<file path="src/core/sscfm_defines.vh">
// Purpose: shared constants of the command frame mapper
// Assumes: included by bare name from core files
// Notes:   definitions only
`ifndef SSCFM_DEFINES_VH
`define SSCFM_DEFINES_VH

// ----------------------------------------------------------------
// field widths
// ----------------------------------------------------------------
`define SSCFM_ADDR_W   64
`define SSCFM_LUN_W    64
`define SSCFM_TAG_W    16
`define SSCFM_CDB_W    128
`define SSCFM_ATTR_W   3
`define SSCFM_PRIO_W   4
`define SSCFM_LEN_W    33
`define SSCFM_BEAT_W   4

// ----------------------------------------------------------------
// reset values
// ----------------------------------------------------------------
`define SSCFM_LEN_ZERO  33'h000000000
`define SSCFM_PRIO_ZERO 4'h0
`define SSCFM_ATTR_ZERO 3'h0

// ----------------------------------------------------------------
// initiator states
// ----------------------------------------------------------------
`define SSCFM_ST_W     2
`define SSCFM_ST_IDLE  2'h0
`define SSCFM_ST_SEND  2'h1
`define SSCFM_ST_BURST 2'h2

`endif

</file>
<file path="src/core/sscfm_burst_credit.v">
// Purpose: first-burst byte credit counter
// Assumes: load and beat come from logic on sys_clk
// Notes:   credit saturates at zero on an oversized last beat
`timescale 1ns/1ps
`default_nettype none
`include "sscfm_defines.vh"

module sscfm_burst_credit #(
  parameter LEN_W  = `SSCFM_LEN_W,
  parameter BEAT_W = `SSCFM_BEAT_W
) (
  input  wire              sys_clk,
  input  wire              rst,
  input  wire              load,
  input  wire [LEN_W-1:0]  load_bytes,
  input  wire              beat,
  input  wire [BEAT_W-1:0] beat_bytes,
  output reg               active_q,
  output reg  [LEN_W-1:0]  left_q
);

  // ----------------------------------------------------------------
  // credit
  // ----------------------------------------------------------------
  wire [LEN_W-1:0] beat_ext;
  reg  [LEN_W-1:0] left_d;

  assign beat_ext = {{(LEN_W-BEAT_W){1'b0}}, beat_bytes};

  always @* begin
    left_d = left_q;
    if (load) begin
      left_d = load_bytes;
    end else if (beat && active_q) begin
      if (beat_ext >= left_q) begin
        left_d = `SSCFM_LEN_ZERO;
      end else begin
        left_d = left_q - beat_ext;
      end
    end
  end

  always @(posedge sys_clk or posedge rst) begin
    if (rst) begin
      left_q   <= `SSCFM_LEN_ZERO;
      active_q <= 1'b0;
    end else begin
      left_q   <= left_d;
      active_q <= (left_d != `SSCFM_LEN_ZERO);
    end
  end

endmodule // sscfm_burst_credit

`default_nettype wire

</file>
<file path="src/core/sscfm_top.v">
// Purpose: command request to COMMAND frame fields, and received
//          COMMAND frame to command indication
// Assumes: one clock, all ports driven by logic on sys_clk
// Notes:   one request and one indication held at a time
//
// How it works
// each accepted request yields exactly one outgoing COMMAND frame
// frame source is the nexus initiator, destination the nexus target
// nexus logical unit and queue tag go to LUN and TAG fields
// CDB copied unchanged into the frame CDB field
// requested task attribute goes to the TASK ATTRIBUTE field
// supplied task priority goes to TASK PRIORITY, else zero
// client keeps buffer sizes at or below two to the thirty-two
// data-out buffer stays local; no frame field carries it
// first burst sets enable bit, sends credit without transfer ready
// a received COMMAND frame raises one indication to device server
// indication names initiator, target, received LUN and TAG
// received CDB passed to device server as indication CDB
// received task attribute and priority reported unchanged
// first-burst flag from enable bit and configured first-burst size
// command reference number never used in the indication
// valid/ready handshakes on one clock; reset clears pending items
`timescale 1ns/1ps
`default_nettype none
`include "sscfm_defines.vh"

module sscfm_top #(
  parameter ADDR_W = `SSCFM_ADDR_W,
  parameter LUN_W  = `SSCFM_LUN_W,
  parameter TAG_W  = `SSCFM_TAG_W,
  parameter CDB_W  = `SSCFM_CDB_W,
  parameter ATTR_W = `SSCFM_ATTR_W,
  parameter PRIO_W = `SSCFM_PRIO_W,
  parameter LEN_W  = `SSCFM_LEN_W,
  parameter BEAT_W = `SSCFM_BEAT_W
) (
  input  wire              sys_clk,
  input  wire              rst,
  // first-burst size configured for the peer
  input  wire [LEN_W-1:0]  cfg_fb_bytes,
  // command request from the application client
  input  wire              req_valid,
  output reg               req_ready_q,
  input  wire [ADDR_W-1:0] req_init_addr,
  input  wire [ADDR_W-1:0] req_tgt_addr,
  input  wire [LUN_W-1:0]  req_lun,
  input  wire [TAG_W-1:0]  req_tag,
  input  wire [CDB_W-1:0]  req_cdb,
  input  wire [ATTR_W-1:0] req_attr,
  input  wire              req_prio_vld,
  input  wire [PRIO_W-1:0] req_prio,
  input  wire              req_fb_en,
  input  wire [LEN_W-1:0]  req_dout_bytes,
  // outgoing COMMAND frame fields
  output reg               tx_valid_q,
  input  wire              tx_ready,
  output reg  [ADDR_W-1:0] tx_src_addr_q,
  output reg  [ADDR_W-1:0] tx_dst_addr_q,
  output reg  [LUN_W-1:0]  tx_lun_q,
  output reg  [TAG_W-1:0]  tx_tag_q,
  output reg  [CDB_W-1:0]  tx_cdb_q,
  output reg  [ATTR_W-1:0] tx_attr_q,
  output reg  [PRIO_W-1:0] tx_prio_q,
  output reg               tx_fb_en_q,
  // unsolicited write data beats of the first burst
  input  wire              wr_valid,
  input  wire [BEAT_W-1:0] wr_bytes,
  output wire              wr_ready_q,
  output wire [LEN_W-1:0]  wr_left_q,
  // received COMMAND frame fields
  input  wire              rx_valid,
  output reg               rx_ready_q,
  input  wire [ADDR_W-1:0] rx_src_addr,
  input  wire [ADDR_W-1:0] rx_dst_addr,
  input  wire [LUN_W-1:0]  rx_lun,
  input  wire [TAG_W-1:0]  rx_tag,
  input  wire [CDB_W-1:0]  rx_cdb,
  input  wire [ATTR_W-1:0] rx_attr,
  input  wire [PRIO_W-1:0] rx_prio,
  input  wire              rx_fb_en,
  // command indication to the device server
  output reg               ind_valid_q,
  input  wire              ind_ready,
  output reg  [ADDR_W-1:0] ind_init_addr_q,
  output reg  [ADDR_W-1:0] ind_tgt_addr_q,
  output reg  [LUN_W-1:0]  ind_lun_q,
  output reg  [TAG_W-1:0]  ind_tag_q,
  output reg  [CDB_W-1:0]  ind_cdb_q,
  output reg  [ATTR_W-1:0] ind_attr_q,
  output reg  [PRIO_W-1:0] ind_prio_q,
  output reg               ind_fb_q,
  output reg  [LEN_W-1:0]  ind_fb_bytes_q,
  // first-burst data still expected from the initiator
  input  wire              rxd_valid,
  input  wire [BEAT_W-1:0] rxd_bytes,
  output wire              rxd_pending_q,
  output wire [LEN_W-1:0]  rxd_left_q
);

  // ----------------------------------------------------------------
  // initiator request sequencing
  // ----------------------------------------------------------------
  localparam ST_IDLE  = `SSCFM_ST_IDLE;
  localparam ST_SEND  = `SSCFM_ST_SEND;
  localparam ST_BURST = `SSCFM_ST_BURST;

  reg  [`SSCFM_ST_W-1:0] st_q;
  reg  [`SSCFM_ST_W-1:0] st_d;
  reg  [LEN_W-1:0]       credit_q;
  wire                   req_take;
  wire                   tx_done;
  wire                   burst_load;
  wire                   wr_beat;

  assign req_take   = req_valid && req_ready_q;
  assign tx_done    = tx_valid_q && tx_ready;
  assign burst_load = tx_done && tx_fb_en_q &&
                      (credit_q != `SSCFM_LEN_ZERO);
  assign wr_beat    = wr_valid && wr_ready_q;

  always @* begin
    st_d = st_q;
    case (st_q)
      ST_IDLE: begin
        if (req_take) begin
          st_d = ST_SEND;
        end
      end
      ST_SEND: begin
        if (burst_load) begin
          st_d = ST_BURST;
        end else if (tx_done) begin
          st_d = ST_IDLE;
        end
      end
      ST_BURST: begin
        // next request waits until the unsolicited data is out
        if (!wr_ready_q && !burst_load) begin
          st_d = ST_IDLE;
        end
      end
      default: begin
        st_d = ST_IDLE;
      end
    endcase
  end

  always @(posedge sys_clk or posedge rst) begin
    if (rst) begin
      st_q        <= ST_IDLE;
      req_ready_q <= 1'b0;
      tx_valid_q  <= 1'b0;
    end else begin
      st_q        <= st_d;
      req_ready_q <= (st_d == ST_IDLE);
      if (req_take) begin
        tx_valid_q <= 1'b1;
      end else if (tx_done) begin
        tx_valid_q <= 1'b0;
      end
    end
  end

  // ----------------------------------------------------------------
  // outgoing frame fields
  // ----------------------------------------------------------------
  always @(posedge sys_clk or posedge rst) begin
    if (rst) begin
      tx_src_addr_q <= {ADDR_W{1'b0}};
      tx_dst_addr_q <= {ADDR_W{1'b0}};
      tx_lun_q      <= {LUN_W{1'b0}};
      tx_tag_q      <= {TAG_W{1'b0}};
      tx_cdb_q      <= {CDB_W{1'b0}};
      tx_attr_q     <= `SSCFM_ATTR_ZERO;
      tx_prio_q     <= `SSCFM_PRIO_ZERO;
      tx_fb_en_q    <= 1'b0;
      credit_q      <= `SSCFM_LEN_ZERO;
    end else if (req_take) begin
      tx_src_addr_q <= req_init_addr;
      tx_dst_addr_q <= req_tgt_addr;
      tx_lun_q      <= req_lun;
      tx_tag_q      <= req_tag;
      tx_cdb_q      <= req_cdb;
      tx_attr_q     <= req_attr;
      tx_prio_q     <= req_prio_vld ? req_prio
                                    : `SSCFM_PRIO_ZERO;
      tx_fb_en_q    <= req_fb_en;
      // buffer size only sizes the local burst, never a field
      if (req_dout_bytes < cfg_fb_bytes) begin
        credit_q <= req_dout_bytes;
      end else begin
        credit_q <= cfg_fb_bytes;
      end
    end
  end

  // ----------------------------------------------------------------
  // initiator first-burst credit
  // ----------------------------------------------------------------
  // sizes fit LEN_W, so two to the thirty-three minus one is the largest credit
  sscfm_burst_credit #(
    .LEN_W  (LEN_W),
    .BEAT_W (BEAT_W)
  ) u_init_credit (
    .sys_clk    (sys_clk),
    .rst        (rst),
    .load       (burst_load),
    .load_bytes (credit_q),
    .beat       (wr_beat),
    .beat_bytes (wr_bytes),
    .active_q   (wr_ready_q),
    .left_q     (wr_left_q)
  );

  // ----------------------------------------------------------------
  // target indication
  // ----------------------------------------------------------------
  wire rx_take;
  wire ind_done;
  wire fb_arm;

  assign rx_take  = rx_valid && rx_ready_q;
  assign ind_done = ind_valid_q && ind_ready;
  assign fb_arm   = rx_take && rx_fb_en &&
                    (cfg_fb_bytes != `SSCFM_LEN_ZERO);

  always @(posedge sys_clk or posedge rst) begin
    if (rst) begin
      ind_valid_q <= 1'b0;
      rx_ready_q  <= 1'b0;
    end else begin
      if (rx_take) begin
        ind_valid_q <= 1'b1;
        rx_ready_q  <= 1'b0;
      end else if (ind_done) begin
        ind_valid_q <= 1'b0;
        rx_ready_q  <= 1'b1;
      end else begin
        rx_ready_q  <= !ind_valid_q;
      end
    end
  end

  // reference number has no port; only these fields form it
  always @(posedge sys_clk or posedge rst) begin
    if (rst) begin
      ind_init_addr_q <= {ADDR_W{1'b0}};
      ind_tgt_addr_q  <= {ADDR_W{1'b0}};
      ind_lun_q       <= {LUN_W{1'b0}};
      ind_tag_q       <= {TAG_W{1'b0}};
      ind_cdb_q       <= {CDB_W{1'b0}};
      ind_attr_q      <= `SSCFM_ATTR_ZERO;
      ind_prio_q      <= `SSCFM_PRIO_ZERO;
      ind_fb_q        <= 1'b0;
      ind_fb_bytes_q  <= `SSCFM_LEN_ZERO;
    end else if (rx_take) begin
      ind_init_addr_q <= rx_src_addr;
      ind_tgt_addr_q  <= rx_dst_addr;
      ind_lun_q       <= rx_lun;
      ind_tag_q       <= rx_tag;
      ind_cdb_q       <= rx_cdb;
      ind_attr_q      <= rx_attr;
      ind_prio_q      <= rx_prio;
      ind_fb_q        <= fb_arm;
      ind_fb_bytes_q  <= fb_arm ? cfg_fb_bytes
                                : `SSCFM_LEN_ZERO;
    end
  end

  // ----------------------------------------------------------------
  // target first-burst arrival tracking
  // ----------------------------------------------------------------
  sscfm_burst_credit #(
    .LEN_W  (LEN_W),
    .BEAT_W (BEAT_W)
  ) u_tgt_credit (
    .sys_clk    (sys_clk),
    .rst        (rst),
    .load       (fb_arm),
    .load_bytes (cfg_fb_bytes),
    .beat       (rxd_valid),
    .beat_bytes (rxd_bytes),
    .active_q   (rxd_pending_q),
    .left_q     (rxd_left_q)
  );

endmodule // sscfm_top

`default_nettype wire

</file>
<file path="config.mk">
export PLATFORM = sky130hd
export DESIGN_NAME = sscfm_top
export DESIGN_NICKNAME = d
export VERILOG_FILES = /design/src/core/sscfm_burst_credit.v /design/src/core/sscfm_top.v
export VERILOG_INCLUDE_DIRS = /design/src /design/src/core
export SDC_FILE = /design/constraint.sdc
export NUM_CORES = 2
export LEC_CHECK = 0
export ABC_AREA = 1
export ABC_CLOCK_PERIOD_IN_PS = 31900
export BUFFER_PORTS_ARGS = -buffer_cell sky130_fd_sc_hd__buf_4
export CAP_MARGIN = 20
export CORE_AREA = 2 2 609 611
export DETAILED_ROUTE_END_ITERATION = 7
export DIE_AREA = 0 0 611 613
export GPL_ROUTABILITY_DRIVEN = 1
export PLACE_DENSITY_LB_ADDON = 0.08
export SLEW_MARGIN = 40
export SYNTH_ARGS = -nofsm -noshare
export SYNTH_HDL_FRONTEND = slang
export SYNTH_HIERARCHICAL = 1
export SYNTH_SLANG_ARGS = --single-unit
</file>
<file path="constraint.sdc">
create_clock -name sys_clk -period 31.9 [get_ports sys_clk]
set_input_delay 3.19 -clock sys_clk [delete_from_list [all_inputs] [get_ports sys_clk]]
set_output_delay 3.19 -clock sys_clk [all_outputs]
set_load 0.1 [all_outputs]
</file>
==> results.tsv <==
metric	value	unit
sequential cell area fraction in the yosys report	0.571	
ratio of cells with drive above 1 in the final layout	0.325	
Sw Share	0.599	
Final Skew	0.0510	ns
WP data arrival	7.09	ns
post-route clock period utilization	0.201	
drt first pass iters	7	
Met1 Wirelength	116000	µm
Initial Util	0.0986	
via count	36400	
RSZ-0062 raised after global routing	no	
CTS HTree Levels	4	
vias in the first global route	37700	
clk slew on worst S/H paths	0.05	ns
worst hold start	ind_cdb_q[16]$_DFFE_PP0P_	
die area	0.375	mm²
Clock Root Buffer	clkbuf_16	
initial antenna violation count	135	
Mapped Area	0.0363	mm²
wire per inst	27.1	µm
max_cap viols	0	
reg-to-reg endpoint	u_tgt_credit/active_q$_DFF_PP0_	
highest routed metal layer	met5	
fillcell total	42100	
CTS Buffer Depth	4	
#FFs+latches synth	828	
vias per cell	3.30	
CP Max Fanout	63	
nets	6862	
P per Cell Area	132	mW/mm²
post-synth cell types	44	
P_int	3080	µW
Worst Max-Slew Pin Slew	0.871	ns
ANT nets after route	0	
Setup-failing EPs final	0	
Critical Path Sink	u_tgt_credit/active_q$_DFF_PP0_	
Setup WS pre-CTS	24.62	ns
Net Count, Synth	5310	
post-cts resize count	0	
Worst Path Required	32.57	ns
Clock Power Share	0.201	
maximum vdd drop	0.0436	mV
Ports	1564	
Syn Area/Cell	8.06	µm²
clock sinks	828	
Sequential cell area	0.0207	mm²
final wirelength	298000	µm
Worst setup SP type	input port	
leakage power total	0.0304	µW
worst reg2reg path depth	17	
total congestion overflow	0	
P&R area growth vs syn	60.2	%
setup TNS	0	ns
Met3 Wirelength	27500	µm
CP Launch Point	rx_valid	
min Tclk post-route	6.42	ns
net switching power	4590	µW
CTS hold repair buffers	0	
Hold WC Path Type	reg2reg	
sequential share of power	0.230	
critical setup path kind	in2reg	
row cnt	223	
Post-route DRC	0	
Total Routing Usage GR	0.153	
hpwl dp	245000	µm
f_max	156	MHz
Met2 Wirelength	148000	µm
Die Width	611	µm
final setup margin	25.48	ns
status	completed	
crit end category	register	
Worst R2R Setup Slack	27.34	ns
Initial DRC Count	2190	
Core Box Area	0.368	mm²
largest net degree at the start of global routing	125	
port bufs	1563	
TritonCTS buffer count	135	
first-pass GRT wire length	385000	µm
relative slew slack	0.419	
TritonCTS clock tree	yes	
Max Slew Vio Count	0	
power share of the combinational group	0.570	
Synth warnings	6	
RD Place Congestion	0.853	
Final Hold Fails	0	
Cells after Synth	4497	
Post-CTS Setup Bufs	0	
Clk Latency, worst-skew pair	0.85	ns
Die Y	613	µm
area of the multi-input gates	0.0138	mm²
Reg-to-Reg Start	rx_ready_q$_DFF_PP0_	
==> power by group through the flow <==
| stage | combinational (µW) | clock, µW | sequential, µW |
|---|---|---|---|
| 2_1_floorplan | 645 | 0 | 4110 |
| 3_3_place_gp | 4440 | 0 | 1790 |
| 3_5_place_dp | 4430 | 0 | 1780 |
| 4_1_cts | 4440 | 1620 | 1770 |
| 5_1_grt | 4580 | 1650 | 1810 |
| 6_report | 4370 | 1540 | 1760 |
==> cell type report <==
type	count	area share
antenna	17	0.000732
clock buffer	203	0.0683
clock inverter	33	0.00691
inverter	227	0.0151
multi-input combinational	3244	0.238
sequential	828	0.357
tap	4837	0.104
timing repair buffer	1613	0.211
==> sequential cells by signal (all words and copies together), names as in the netlist, 33 cells and up <==
| name | cells |
|---|---|
| ind_cdb_q | 128 |
| tx_cdb_q | 128 |
| ind_init_addr_q | 64 |
| ind_lun_q | 64 |
| ind_tgt_addr_q | 64 |
| tx_dst_addr_q | 64 |
| tx_lun_q | 64 |
| tx_src_addr_q | 64 |
| credit_q | 33 |
| ind_fb_bytes_q | 33 |
| u_init_credit/left_q | 33 |
| u_tgt_credit/left_q | 33 |
==> how the worst min path moves through the flow <==
stage | slack, ns | end | depth (start not counted)
after floorplan | 0.46 | credit_q[32]$_DFFE_PP0P_ | 2
after global placement | 0.46 | ind_lun_q[20]$_DFFE_PP0P_ | 2
after detailed placement | 0.47 | tx_lun_q[37]$_DFFE_PP0P_ | 2
after CTS | 0.48 | ind_tgt_addr_q[59]$_DFFE_PP0P_ | 2
after global routing | 0.49 | ind_cdb_q[85]$_DFFE_PP0P_ | 2
final | 0.48 | ind_cdb_q[16]$_DFFE_PP0P_ | 2
==> per-layer routing <==
| layer | global-route usage | vias to the layer above |
|---|---|---|
| met4 | 0.0322 | 10 |
| li1 | - | 16800 |
| met3 | 0.0618 | 425 |
| met1 | 0.175 | 17800 |
| met2 | 0.268 | 1302 |
| met5 | 0 | - |
==> cells in the mapped netlist, drive strengths merged <==
cell type | instances | area (µm²)
or2 | 7 | 43.8
nor4 | 8 | 50.1
nor3 | 10 | 55.1
nand3b | 10 | 78.8
a21boi | 4 | 41.3
ha | 40 | 500
fa | 2 | 40.0
o21ai | 18 | 90.1
nor2 | 215 | 897
nor3b | 2 | 15.0
clkbuf | 146 | 548
inv | 224 | 841
clkinv | 3 | 11.3
dfrtp | 828 | 20700
xor2 | 17 | 149
a21o | 2 | 15.0
nand2 | 2643 | 10200
nor4b | 1 | 8.76
o21bai | 3 | 22.5
nand3 | 194 | 1190
nand4 | 28 | 190
and2 | 6 | 37.5
buf | 52 | 355
or3 | 1 | 6.26
a21oi | 30 | 154
xnor2 | 3 | 26.3
==> placed cells by master, fill, tap and decap left out, drive strengths merged, types with 17 or more instances in the layout <==
master | synthesis | routed
xor2 | 17 | 17
a21oi | 30 | 30
nand4 | 28 | 28
o21ai | 18 | 18
inv | 224 | 231
nand3 | 194 | 194
clkbuf | 146 | 203
ha | 40 | 40
clkinv | 3 | 20
diode | 0 | 17
nor2 | 215 | 215
nand2 | 2643 | 2643
dfrtp | 828 | 828
buf | 52 | 1613
==> critical path, cell delays in order <==
cell	delay, ns
buf_4	0.09
nand2_4	0.39
inv_8	0.56
nand2_1	0.13
inv_1	0.08
buf_4	0.39
nand2_1	0.13
inv_1	0.07
buf_4	0.36
inv_1	0.31
buf_4	0.31
or2_2	0.30
nand2_1	0.09
nand2_1	0.06
nor2_1	0.17
nand2_1	0.10
nor3_1	0.17
nand2_1	0.08
==> cell families after synthesis <==
| logic type | count (synthesis) | share of synthesized area |
|---|---|---|
| AO/OA/AOI/OAI | 57 | 0.00890 |
| XOR/XNOR | 20 | 0.00483 |
| adder cells (fa/ha/maj) | 42 | 0.0149 |
| buffers and inverters | 425 | 0.0484 |
| flip-flops | 828 | 0.571 |
| AND/OR/NAND/NOR | 3125 | 0.351 |
==> per-stage QoR <==
step	total power [µW]	area (µm²)	hold WS [ns]	std cells	utilization
finish	7670	58100	0.476	11000	0.158
global route	8040	58100	0.492	11000	0.158
CTS	7830	58000	0.481	11000	0.158
detailed placement	6220	53600	0.466	10700	0.146
global placement	6230	53500	0.464	10700	0.146
floorplan	4760	36300	0.463	4497	-
No activity file was read; power rests on OpenSTA's default activity.
